`config.mk`:
```
export PLATFORM = sky130hd
export DESIGN_NAME = wtad_top
export DESIGN_NICKNAME = d
export VERILOG_FILES = /design/src/wtad_pkg.sv /design/src/wtad_top.sv
export SDC_FILE = /design/constraint.sdc
export NUM_CORES = 1
export LEC_CHECK = 0
export ABC_AREA = 1
export CAP_MARGIN = 5
export CORE_AREA = 2 2 152 154
export DETAILED_ROUTE_END_ITERATION = 10
export DIE_AREA = 0 0 154 156
export DONT_BUFFER_PORTS = 1
export MAX_ROUTING_LAYER = met4
export PLACE_DENSITY_LB_ADDON = 0.25
export SYNTH_ARGS = -nofsm -noshare
export SYNTH_HDL_FRONTEND = slang
export SYNTH_SLANG_ARGS = --single-unit
```
`constraint.sdc`:
```
create_clock -name CLK -period 5.5 [get_ports CLK]
set_input_delay 0.275 -clock CLK [delete_from_list [all_inputs] [get_ports CLK]]
set_output_delay 0.275 -clock CLK [all_outputs]
set_load 0.01 [all_outputs]
```
`src/wtad_pkg.sv`:
```
package wtad_pkg;

    ////////////////////////////////////////////////////////////////////////////
    // register indices; the byte address is four times the index
    localparam logic [5:0] IDX_RSVD_A = 6'h2e;
    localparam logic [5:0] IDX_RSVD_B = 6'h2f;
    localparam logic [5:0] IDX_AUX = 6'h30;
    localparam logic [5:0] IDX_CTRL = 6'h31;
    localparam logic [5:0] IDX_CFG = 6'h32;
    localparam logic [5:0] IDX_REF = 6'h33;

    ////////////////////////////////////////////////////////////////////////////
    // reset values
    localparam logic [7:0] RST_AUX = 8'h00;
    localparam logic [7:0] RST_CTRL = 8'h00;
    localparam logic [7:0] RST_CFG = 8'h00;
    localparam logic [7:0] RST_REF = 8'h00;
    localparam logic [7:0] RST_AVG = 8'h00;
    // bit 0 of the wake control is reserved and never stored
    localparam logic [7:0] CTRL_WR_MASK = 8'hfe;

    ////////////////////////////////////////////////////////////////////////////
    // wake control fields
    localparam int CTRL_RANGE_BIT = 7;
    localparam int CTRL_PERIOD_LSB = 4;
    localparam int CTRL_TMR_IRQ_BIT = 3;
    localparam int CTRL_AMP_CHK_BIT = 2;
    localparam int CTRL_PH_CHK_BIT = 1;

    // amplitude configuration fields
    localparam int CFG_THR_LSB = 4;
    localparam int CFG_INC_BIT = 3;
    localparam int CFG_WEIGHT_LSB = 1;
    localparam int CFG_SRC_BIT = 0;
    // a weight code of 0 divides by 4, i.e. a shift of 2
    localparam int AVG_SHIFT_BASE = 2;

    ////////////////////////////////////////////////////////////////////////////
    // timing
    localparam int CLK_HZ = 40_000_000;
    localparam int STEP_LONG_MS = 100;
    localparam int STEP_SHORT_MS = 10;
    localparam int STEP_LONG_CYC = STEP_LONG_MS * (CLK_HZ / 1000);
    localparam int STEP_SHORT_CYC = STEP_SHORT_MS * (CLK_HZ / 1000);

endpackage : wtad_pkg

```
`src/wtad_top.sv`:
```
`timescale 1ns/1ps
// What this block does
// RQ1 - range bit picks 100 ms or 10 ms
// RQ2 - period code gives one to eight steps
// RQ3 - timer interrupt on every expiry when enabled
// RQ4 - amplitude check on expiry, interrupt beyond threshold
// RQ5 - phase check on expiry, interrupt beyond threshold
// RQ6 - amplitude threshold sits in config bits 7:4
// RQ7 - include bit folds triggering result into average
// RQ8 - weight code selects 4, 8, 16, 32
// RQ9 - source bit picks written reference or average
// RQ10 - control, config, reference clear on defaults
// RQ11 - aux bit 7 shows selected channel
// RQ12 - aux bit 6 mirrors field detector
// RQ13 - aux bit 5 shows transmitter active
// RQ14 - aux bit 4 shows crystal stable
// RQ15 - aux bit 3 shows receive decoder enabled
// RQ16 - aux bit 2 shows message being received
// RQ17 - aux bit 1 shows peer detection mode
// RQ18 - aux bit 0 shows collision avoidance mode
// RQ19 - aux display reads zero after defaults
// RQ20 - average moves by difference over weight
// RQ21 - reserved locations read zero, ignore writes
module wtad_top #(
    parameter int LONG_STEP_CYCLES = wtad_pkg::STEP_LONG_CYC,
    parameter int SHORT_STEP_CYCLES = wtad_pkg::STEP_SHORT_CYC,
    parameter int CNT_W = 22
) (
    input wire logic CLK,
    input wire logic RST_N,
    input wire logic [7:0] AVS_ADDRESS,
    input wire logic AVS_READ,
    input wire logic AVS_WRITE,
    input wire logic [31:0] AVS_WRITEDATA,
    input wire logic [3:0] AVS_BYTEENABLE,
    output logic [31:0] AVS_READDATA,
    output logic AVS_WAITREQUEST,
    input wire logic SET_DEFAULT,
    input wire logic SEL_PHASE_CHANNEL,
    input wire logic EXT_FIELD_DETECTED,
    input wire logic TX_ACTIVE,
    input wire logic OSC_STABLE,
    input wire logic RX_DECODER_ENABLED,
    input wire logic RX_RECEIVING,
    input wire logic PEER_DETECT_MODE,
    input wire logic COLLISION_AVOID_DETECT_ACTIVE,
    output logic AMP_MEAS_REQ,
    input wire logic AMP_MEAS_DONE,
    input wire logic [7:0] AMP_MEAS_RESULT,
    output logic PHASE_MEAS_REQ,
    input wire logic PHASE_MEAS_DONE,
    input wire logic [7:0] PHASE_MEAS_RESULT,
    input wire logic [3:0] PHASE_DELTA_THRESHOLD,
    input wire logic [7:0] PHASE_REFERENCE,
    output logic WAKE_IRQ_TIMER,
    output logic WAKE_IRQ_AMP,
    output logic WAKE_IRQ_PHASE,
    output logic [7:0] AMP_AVERAGE
);

    typedef struct packed {
        logic [7:0] ctrl;
        logic [7:0] cfg;
        logic [7:0] amp_ref;
        logic [7:0] aux;
        logic [7:0] avg;
        logic waitreq;
        logic [7:0] rdata;
        logic [CNT_W-1:0] cyc;
        logic [2:0] step;
        logic amp_req;
        logic ph_req;
        logic irq_tmr;
        logic irq_amp;
        logic irq_ph;
    } wtad_state_t;

    wtad_state_t st_ff;
    wtad_state_t nxt_st;

    ////////////////////////////////////////////////////////////////////////////
    // helpers

    function automatic logic at_reg(input logic [7:0] addr, input logic [5:0] idx);
        at_reg = (addr == {idx, 2'b00});
    endfunction : at_reg

    function automatic logic [7:0] abs_diff(input logic [7:0] a, input logic [7:0] b);
        abs_diff = (a >= b) ? (a - b) : (b - a);
    endfunction : abs_diff

    // avg + (res - avg) / weight, arithmetic shift keeps the sign of the step
    function automatic logic [7:0] avg_update(input logic [7:0] avg, input logic [7:0] res,
                                              input logic [1:0] wcode);
        logic signed [8:0] diff;
        logic signed [8:0] sum;
        diff = $signed({1'b0, res}) - $signed({1'b0, avg});
        sum = $signed({1'b0, avg}) + (diff >>> (wtad_pkg::AVG_SHIFT_BASE + int'(wcode)));
        avg_update = sum[7:0];
    endfunction : avg_update

    ////////////////////////////////////////////////////////////////////////////
    // decoded fields

    logic range_short;
    logic [2:0] period_code;
    logic [3:0] amp_thr;
    logic [1:0] amp_wcode;
    logic [CNT_W-1:0] base_last;
    logic timer_run;
    logic bus_acc;
    logic ctrl_wr;
    logic fire;
    logic [7:0] amp_refv;
    logic amp_trig;
    logic ph_trig;

    always_comb
    begin
        range_short = st_ff.ctrl[wtad_pkg::CTRL_RANGE_BIT];
        period_code = st_ff.ctrl[wtad_pkg::CTRL_PERIOD_LSB +: 3];
        // RQ6 threshold field
        amp_thr = st_ff.cfg[wtad_pkg::CFG_THR_LSB +: 4];
        // RQ8 weight code
        amp_wcode = st_ff.cfg[wtad_pkg::CFG_WEIGHT_LSB +: 2];
        // RQ1 base step
        base_last = range_short ? CNT_W'(SHORT_STEP_CYCLES - 1) : CNT_W'(LONG_STEP_CYCLES - 1);
        // the timer only runs when an expiry would do something
        timer_run = st_ff.ctrl[wtad_pkg::CTRL_TMR_IRQ_BIT] | st_ff.ctrl[wtad_pkg::CTRL_AMP_CHK_BIT]
                    | st_ff.ctrl[wtad_pkg::CTRL_PH_CHK_BIT];
        bus_acc = (AVS_READ | AVS_WRITE) & st_ff.waitreq;
        ctrl_wr = bus_acc & AVS_WRITE & AVS_BYTEENABLE[0] & at_reg(AVS_ADDRESS, wtad_pkg::IDX_CTRL);
        // RQ2 expiry after code plus one steps
        fire = timer_run & ~ctrl_wr & ~SET_DEFAULT & (st_ff.cyc == base_last)
               & (st_ff.step == period_code);
        // RQ9 reference source
        amp_refv = st_ff.cfg[wtad_pkg::CFG_SRC_BIT] ? st_ff.avg : st_ff.amp_ref;
        amp_trig = abs_diff(AMP_MEAS_RESULT, amp_refv) > {4'h0, amp_thr};
        ph_trig = abs_diff(PHASE_MEAS_RESULT, PHASE_REFERENCE) > {4'h0, PHASE_DELTA_THRESHOLD};
    end

    ////////////////////////////////////////////////////////////////////////////
    // next state

    always_comb
    begin
        nxt_st = st_ff;
        nxt_st.amp_req = 1'b0;
        nxt_st.ph_req = 1'b0;
        nxt_st.irq_tmr = 1'b0;
        nxt_st.irq_amp = 1'b0;
        nxt_st.irq_ph = 1'b0;

        // one wait cycle per access; waitrequest drops for exactly one cycle
        nxt_st.waitreq = ~bus_acc;
        if (bus_acc && AVS_READ)
        begin
            // RQ21 unmapped and reserved read zero
            nxt_st.rdata = 8'h00;
            if (at_reg(AVS_ADDRESS, wtad_pkg::IDX_AUX))
                nxt_st.rdata = st_ff.aux;
            else if (at_reg(AVS_ADDRESS, wtad_pkg::IDX_CTRL))
                nxt_st.rdata = st_ff.ctrl;
            else if (at_reg(AVS_ADDRESS, wtad_pkg::IDX_CFG))
                nxt_st.rdata = st_ff.cfg;
            else if (at_reg(AVS_ADDRESS, wtad_pkg::IDX_REF))
                nxt_st.rdata = st_ff.amp_ref;
        end
        if (bus_acc && AVS_WRITE && AVS_BYTEENABLE[0])
        begin
            // RQ21 reserved control bit dropped
            if (at_reg(AVS_ADDRESS, wtad_pkg::IDX_CTRL))
                nxt_st.ctrl = AVS_WRITEDATA[7:0] & wtad_pkg::CTRL_WR_MASK;
            else if (at_reg(AVS_ADDRESS, wtad_pkg::IDX_CFG))
                nxt_st.cfg = AVS_WRITEDATA[7:0];
            else if (at_reg(AVS_ADDRESS, wtad_pkg::IDX_REF))
                nxt_st.amp_ref = AVS_WRITEDATA[7:0];
        end

        // RQ1 step counting; a control write restarts the period
        if (!timer_run || ctrl_wr)
        begin
            nxt_st.cyc = '0;
            nxt_st.step = 3'h0;
        end
        else if (st_ff.cyc == base_last)
        begin
            nxt_st.cyc = '0;
            // RQ2 wrap after the coded step
            nxt_st.step = (st_ff.step == period_code) ? 3'h0 : st_ff.step + 3'h1;
        end
        else
        begin
            nxt_st.cyc = st_ff.cyc + CNT_W'(1);
        end

        if (fire)
        begin
            // RQ3 timer interrupt
            nxt_st.irq_tmr = st_ff.ctrl[wtad_pkg::CTRL_TMR_IRQ_BIT];
            // RQ4 amplitude trigger
            nxt_st.amp_req = st_ff.ctrl[wtad_pkg::CTRL_AMP_CHK_BIT];
            // RQ5 phase trigger
            nxt_st.ph_req = st_ff.ctrl[wtad_pkg::CTRL_PH_CHK_BIT];
        end

        // results are only judged while their check is enabled
        if (AMP_MEAS_DONE && st_ff.ctrl[wtad_pkg::CTRL_AMP_CHK_BIT])
        begin
            // RQ4 compare against threshold
            nxt_st.irq_amp = amp_trig;
            // RQ7 include or exclude triggering result
            if (!amp_trig || st_ff.cfg[wtad_pkg::CFG_INC_BIT])
                // RQ20 running average step
                nxt_st.avg = avg_update(st_ff.avg, AMP_MEAS_RESULT, amp_wcode);
        end
        if (PHASE_MEAS_DONE && st_ff.ctrl[wtad_pkg::CTRL_PH_CHK_BIT])
            // RQ5 phase compare
            nxt_st.irq_ph = ph_trig;

        // RQ11 RQ12 RQ13 RQ14 RQ15 RQ16 RQ17 RQ18 status snapshot
        nxt_st.aux = {SEL_PHASE_CHANNEL, EXT_FIELD_DETECTED, TX_ACTIVE, OSC_STABLE,
                      RX_DECODER_ENABLED, RX_RECEIVING, PEER_DETECT_MODE,
                      COLLISION_AVOID_DETECT_ACTIVE};

        // RQ10 RQ19 restore defaults overrides any write in the same cycle
        if (SET_DEFAULT)
        begin
            nxt_st.ctrl = wtad_pkg::RST_CTRL;
            nxt_st.cfg = wtad_pkg::RST_CFG;
            nxt_st.amp_ref = wtad_pkg::RST_REF;
            nxt_st.aux = wtad_pkg::RST_AUX;
            nxt_st.avg = wtad_pkg::RST_AVG;
            nxt_st.cyc = '0;
            nxt_st.step = 3'h0;
        end
    end

    always_ff @(posedge CLK or negedge RST_N)
    begin
        if (!RST_N)
        begin
            st_ff <= '0;
            st_ff.waitreq <= 1'b1;
        end
        else
        begin
            st_ff <= nxt_st;
        end
    end

    assign AVS_READDATA = {24'h000000, st_ff.rdata};
    assign AVS_WAITREQUEST = st_ff.waitreq;
    assign AMP_MEAS_REQ = st_ff.amp_req;
    assign PHASE_MEAS_REQ = st_ff.ph_req;
    assign WAKE_IRQ_TIMER = st_ff.irq_tmr;
    assign WAKE_IRQ_AMP = st_ff.irq_amp;
    assign WAKE_IRQ_PHASE = st_ff.irq_ph;
    assign AMP_AVERAGE = st_ff.avg;
endmodule : wtad_top

```
* Word level (Yosys, flattened, before mapping)
Index checks and enable logic that the tools add are counted.
** Storage, ports and cells
- Flip-flop bits (word level) :: 79
- Bits of input ports :: 87
- Output and inout port bits :: 46
- Logic and storage cells :: 95
** Operators by class
- $add $sub $neg :: 9
- Order comparisons :: 4
- Equal/unequal tests :: 8
- Shift operators :: 1
- Muxes and demuxes :: 25
- Bitwise operators :: 14
- Reductions and logical operators :: 20
** Operator list (number)
- 8-bit 2-to-1 mux :: 13
- 25-bit 2-to-1 mux :: 2
- 22-bit 2-to-1 mux :: 2
- 40-bit 2-to-1 mux :: 1
- 8-bit == test (second input constant) :: 4
- 8-bit subtractor :: 4
- 24-bit 2-to-1 mux :: 1
- 22-bit by 1-bit adder with 22-bit output (second input constant) :: 1
- 22-bit == test :: 1
- 8-bit >= comparator :: 2
- 8-bit by 4-bit > comparator with 1-bit output :: 2
- 16-bit 2-to-1 mux :: 1
- 2-bit nonzero test :: 6
- 3-bit 2-to-1 mux :: 3
- 9-bit by 3-bit >>> shifter with 8-bit output :: 1
- 8-bit by 8-bit subtractor with 9-bit output :: 1
- 8-bit adder :: 1
- 1-bit AND :: 8
- 1-bit logical AND :: 5
- 2-bit inequality test (second input constant) :: 2
- 2-bit AND reduction :: 2
- 4-bit AND reduction :: 1
- 2-bit by 2-bit adder with 3-bit output (first input constant) :: 1
- 3-bit by 1-bit adder with 3-bit output (second input constant) :: 1
- 8 further kinds :: 15

* Depth between registers and ports, before layout
- Depth in word-level cells :: 11
- Mapped depth :: 28
- Mapped depth without buffers :: 27

* Worst setup path before layout
Ideal clock, no wire load.
- Path kind :: reg2reg
- Start point :: register st_ff[63] (netlist name)
- End point :: register st_ff, in the netlist AMP_AVERAGE[1]
- Library setup time :: 0.118 ns
- Arrival time :: 3.371 ns
- Required time :: 5.382 ns
- Setup slack :: 2.011 ns
- Cell stages (with the launch flop) :: 27
- Path buffers :: 2
- Period minus slack after synthesis :: 3.489 ns
- Path through :: dfrtp_1 clkbuf_1 clkbuf_1 nand2_1 o21ai_0 inv_1 ha_1 inv_1 fa_1 nand3_1 nand2_1 nand2_1 nand3_4 mux2i_1 xor2_1 inv_1 ha_1 a21oi_1 o21ai_0 o21ai_0 nand2_1 nor2_4 nand3_4 nand2_4 nand2_4 nand3_1 nand2_1
** On the way
- Word-level cells in the longest chain between the ends :: 8
- Elaborated cells on any way between the ends :: 10
- Classes of those cells :: 2 x add/sub; 2 x order compare; 2 x mux; 4 x reduce/logical
** Ends and longest elaborated chain
- start, declared :: RTL line wtad_top.sv:78 : wtad_state_t st_ff;
- start signal, assigned :: RTL line wtad_top.sv:248 : st_ff <= nxt_st;
- 8-bit 2-to-1 mux * :: RTL line wtad_top.sv:137 : amp_refv = st_ff.cfg[wtad_pkg::CFG_SRC_BIT] ? st_ff.avg : st_ff.amp_ref;
- 8-bit subtractor / 8-bit >= comparator (equally long branches) :: RTL line wtad_top.sv:89 : abs_diff = (a >= b) ? (a - b) : (b - a);
- 8-bit 2-to-1 mux * :: RTL line wtad_top.sv:89
- 8-bit by 4-bit > comparator with 1-bit output * :: RTL line wtad_top.sv:138 : amp_trig = abs_diff(AMP_MEAS_RESULT, amp_refv) > {4'h0, amp_thr};
- 1-bit zero test * :: RTL line wtad_top.sv:213 : if (!amp_trig || st_ff.cfg[wtad_pkg::CFG_INC_BIT])
- 1-bit logical OR * :: RTL line wtad_top.sv:213
- 2-bit nonzero test (no source line) *
- 2-bit AND reduction (no source line) *
Mark *: on every way between the ends. The rest lies on a longest branch, timed or not.
A chain may end at the register's enable or synchronous reset.

* Final worst setup path
- Start point :: register st_ff[63] (netlist name)
- End point :: register st_ff, in the netlist AMP_AVERAGE[4]
Same word-level chain as after synthesis.

==> results.cfg <==
[clock_tree]
cts_setup_buffers = 0
cts_buffer_depth = 2
cts.clk_slew.worst_paths_ps = 70
cts_tree = built
numCtsBuffers = 9
ctsResizeCount = 0
htree_levels = 3
cts_root_buf = clkbuf_16
clock_sinks = 78
clk_latency_ps = 340
cts.hold.buffers_added = 3

[drt]
drt_iter0_drc = 280
drc = 0
wl_per_cell_um = 13.9
ant_nets = 0
dr.pass1.iters = 5
via_per_inst = 4.58
vias = 5416
routed_wl_mm = 16.4

[sta]
timing.hold.ws_ps = 23.1
slew_headroom = 0.289
period_share = 0.727
setup_tns_ps = 0
setup_slack_ps = 1500
worst_pin_slew_ps = 1060
finalCriticalPeriod_ps = 4000
report.final.slew_viol_count = 0
rsz0062_at_grt = false
skew_ps = 5.87
final_hold_viol_count = 0
fmax_mhz = 250
setup_viol = 0

[min_path]
min_path_type = in2reg
min_path_cells = 2
min_to = st_ff[49]$_DFF_PN0_
holdCritStartpoint = RX_RECEIVING

[worst_setup_path]
path_class = reg2reg
crit_path_start_kind = register
crit_slowest_cell = dfrtp_1
r2r_start = st_ff[63]$_DFFE_PN0P_
cp.required_ps = 5730
rr_endpoint = AMP_AVERAGE[4]$_DFFE_PN0P_
cp_top_family = simple AND/OR/NAND/NOR gates
cpPeakStageDelay_ps = 680
critPathArrivalTime_ps = 4230
r2r_setup_slack_ps = 1500
rr_worst_depth = 23
cp-end-kind = register
critPathMaxFanout = 18
crit_top_cell = nand2_1
path_cells = o21ai_0 > inv_1 > ha_1 > inv_1 > fa_1 > nand3_1 > nand2_1 > nand2_1 > nand3_4 > mux2i_1 > xor2_1 > inv_1 > ha_1 > a21oi_1 > o21ai_0 > o21ai_0 > nand2_1 > nor2_4 > nand3_4 > nand2_4 > nand2_4 > nand3_1 > nand2_1
critPathBufInv = 3

[run_status]
outcome = completed

[grt]
grt_pass1_wl_mm = 26.8
grt_antenna_before_repair = 0
track_usage = 0.144
use_met2 = 0.232
grt_max_degree = 79
grt.busiest_layer = met2
grtUsageMet1 = 0.181
grt_pass1_vias = 5220
use_met3 = 0.0381
grt-ovfl-total = 0

[finish]
num_antenna_cells = 0
layout-drive-gt1-share = 0.0669
final_cell_mix = nand2_1, inv_1, dfrtp_1, nand3_1, o21ai_0
layout.cells.non_filler = 1182
final_nets = 1038
final_common_cell = nand2_1
areaGrowthSynthToFinish_pct = 6.16
fin_util = 0.312

[die]
die_area_um2 = 24000
start_util = 0.294
die_h_um = 156
die_x_um = 154
io_pins = 133
fp-row-count = 55
fp.coreArea_um2 = 22400

[yosys]
ys_top_cells_by_area = dfrtp_1, nand2_1, ha_1
seq_area_frac_synth = 0.297
ys_ff_latch = 78
yosys_most_used_dff = dfrtp_1
synth_top_area_frac = 0.293
postSynthAreaPerCell_um2 = 7.24
synth-edff-count = 0
syn_inst = 909
yosys.area.top_type = dfrtp_1
ys_warn_count = 0
synth_cell_type_count = 48
async_flop_share = 1.00
syn-cell-area_um2 = 6580

[placement]
pre_cts_slack_ps = 1480
post-dp-hpwl_mm = 12.9
placedCellCount = 1162
port_buffers = 0
gp_congestion = 0.847

[flow_run]
cap_violations = 0

[power_and_ir_drop]
power_density_nw_per_um2 = 274
power.leakage_nw = 3.50
vdd_drop_max_v = 0.000162
==> cells in the mapped netlist (11+ instances only) <==
library cell / instances
nand4_1: 19
buf_4: 42
ha_1: 54
nand2_1: 219
a21oi_1: 47
o21ai_0: 59
nand3_1: 60
inv_1: 139
dfrtp_1: 77
xnor2_1: 11
xor2_1: 20
nor2_1: 47
==> area by class of cell <==
type | count | area, um2
sequential | 78 | 1950
clock buffer | 9 | 225
fill | 2390 | 15400
inverter | 144 | 541
multi-input combinational | 655 | 3790
timing repair buffer | 4 | 57.6
clock inverter | 7 | 57.6
tap | 285 | 357
==> worst max path at each step <==
| stage | startpoint | to | slack (ps) | cells after the start |
|---|---|---|---|---|
| detailed placement | st_ff[63]$_DFFE_PN0P_ | AMP_AVERAGE[4]$_DFFE_PN0P_ | 1480 | 22 |
| global placement | st_ff[63]$_DFFE_PN0P_ | AMP_AVERAGE[4]$_DFFE_PN0P_ | 1540 | 23 |
| global route | st_ff[63]$_DFFE_PN0P_ | AMP_AVERAGE[2]$_DFFE_PN0P_ | 1140 | 23 |
| finish | st_ff[63]$_DFFE_PN0P_ | AMP_AVERAGE[4]$_DFFE_PN0P_ | 1500 | 23 |
| CTS | st_ff[63]$_DFFE_PN0P_ | AMP_AVERAGE[0]$_DFFE_PN0P_ | 1460 | 22 |
| floorplan | st_ff[63]$_DFFE_PN0P_ | AMP_AVERAGE[1]$_DFFE_PN0P_ | 2010 | 26 |
==> cell families after synthesis <==
kind of cell,count (synthesis),synth area share
simple gates,401,0.286
buf+inv,199,0.140
compound gates,138,0.115
flops,78,0.297
fa+ha+maj,59,0.118
xor+xnor,31,0.0413
mux,2,0.00304
other cells,1,0.000570
==> per-stage QoR <==
stage                     area [um2]  total power [W]
after floorplan                 6670          0.00123
after global placement          6650          0.00133
after detailed placement        6650          0.00133
after CTS                       6980          0.00195
after global routing            6990          0.00208
final                           6990          0.00191
==> worst register-to-register path: cells and delay by family, from the launching register on <==
family,cells,cell delay [ps]
AOI/OAI and AO/OA,4,540
xor gates and xnor gates,1,190
adders and majority gates,3,840
buffers and inverters,3,230
DFF,1,680
muxes,1,210
and+or+nand+nor,11,1200
==> report_power, final <==
part	total [W]	internal [W]	switching, W	leakage, nW
clock network	0.000580	0.000312	0.000267	0.134
logic	0.000676	0.000250	0.000426	2.32
registers	0.000657	0.000607	0.0000507	1.05
total	0.00191	0.00117	0.000744	3.50
==> routing by layer <==
| metal | share of wire | vias up |
|---|---|---|
| li1 | - | 2831 |
| met1 | 0.46 | 2457 |
| met2 | 0.46 | 112 |
| met3 | 0.061 | 16 |
| met4 | 0.015 | 0 |
| met5 | 0 | - |
==> state kept, by name, indices dropped and copies added, names as in the netlist <==
register	flops
WAKE_IRQ_TIMER	1
amp_wcode	2
st_ff	46
AVS_READDATA	8
PHASE_MEAS_REQ	1
range_short	1
WAKE_IRQ_PHASE	1
WAKE_IRQ_AMP	1
amp_thr	4
AMP_AVERAGE	8
AMP_MEAS_REQ	1
AVS_WAITREQUEST	1
period_code	3
Note: power is estimated with default switching activity, not from simulation.
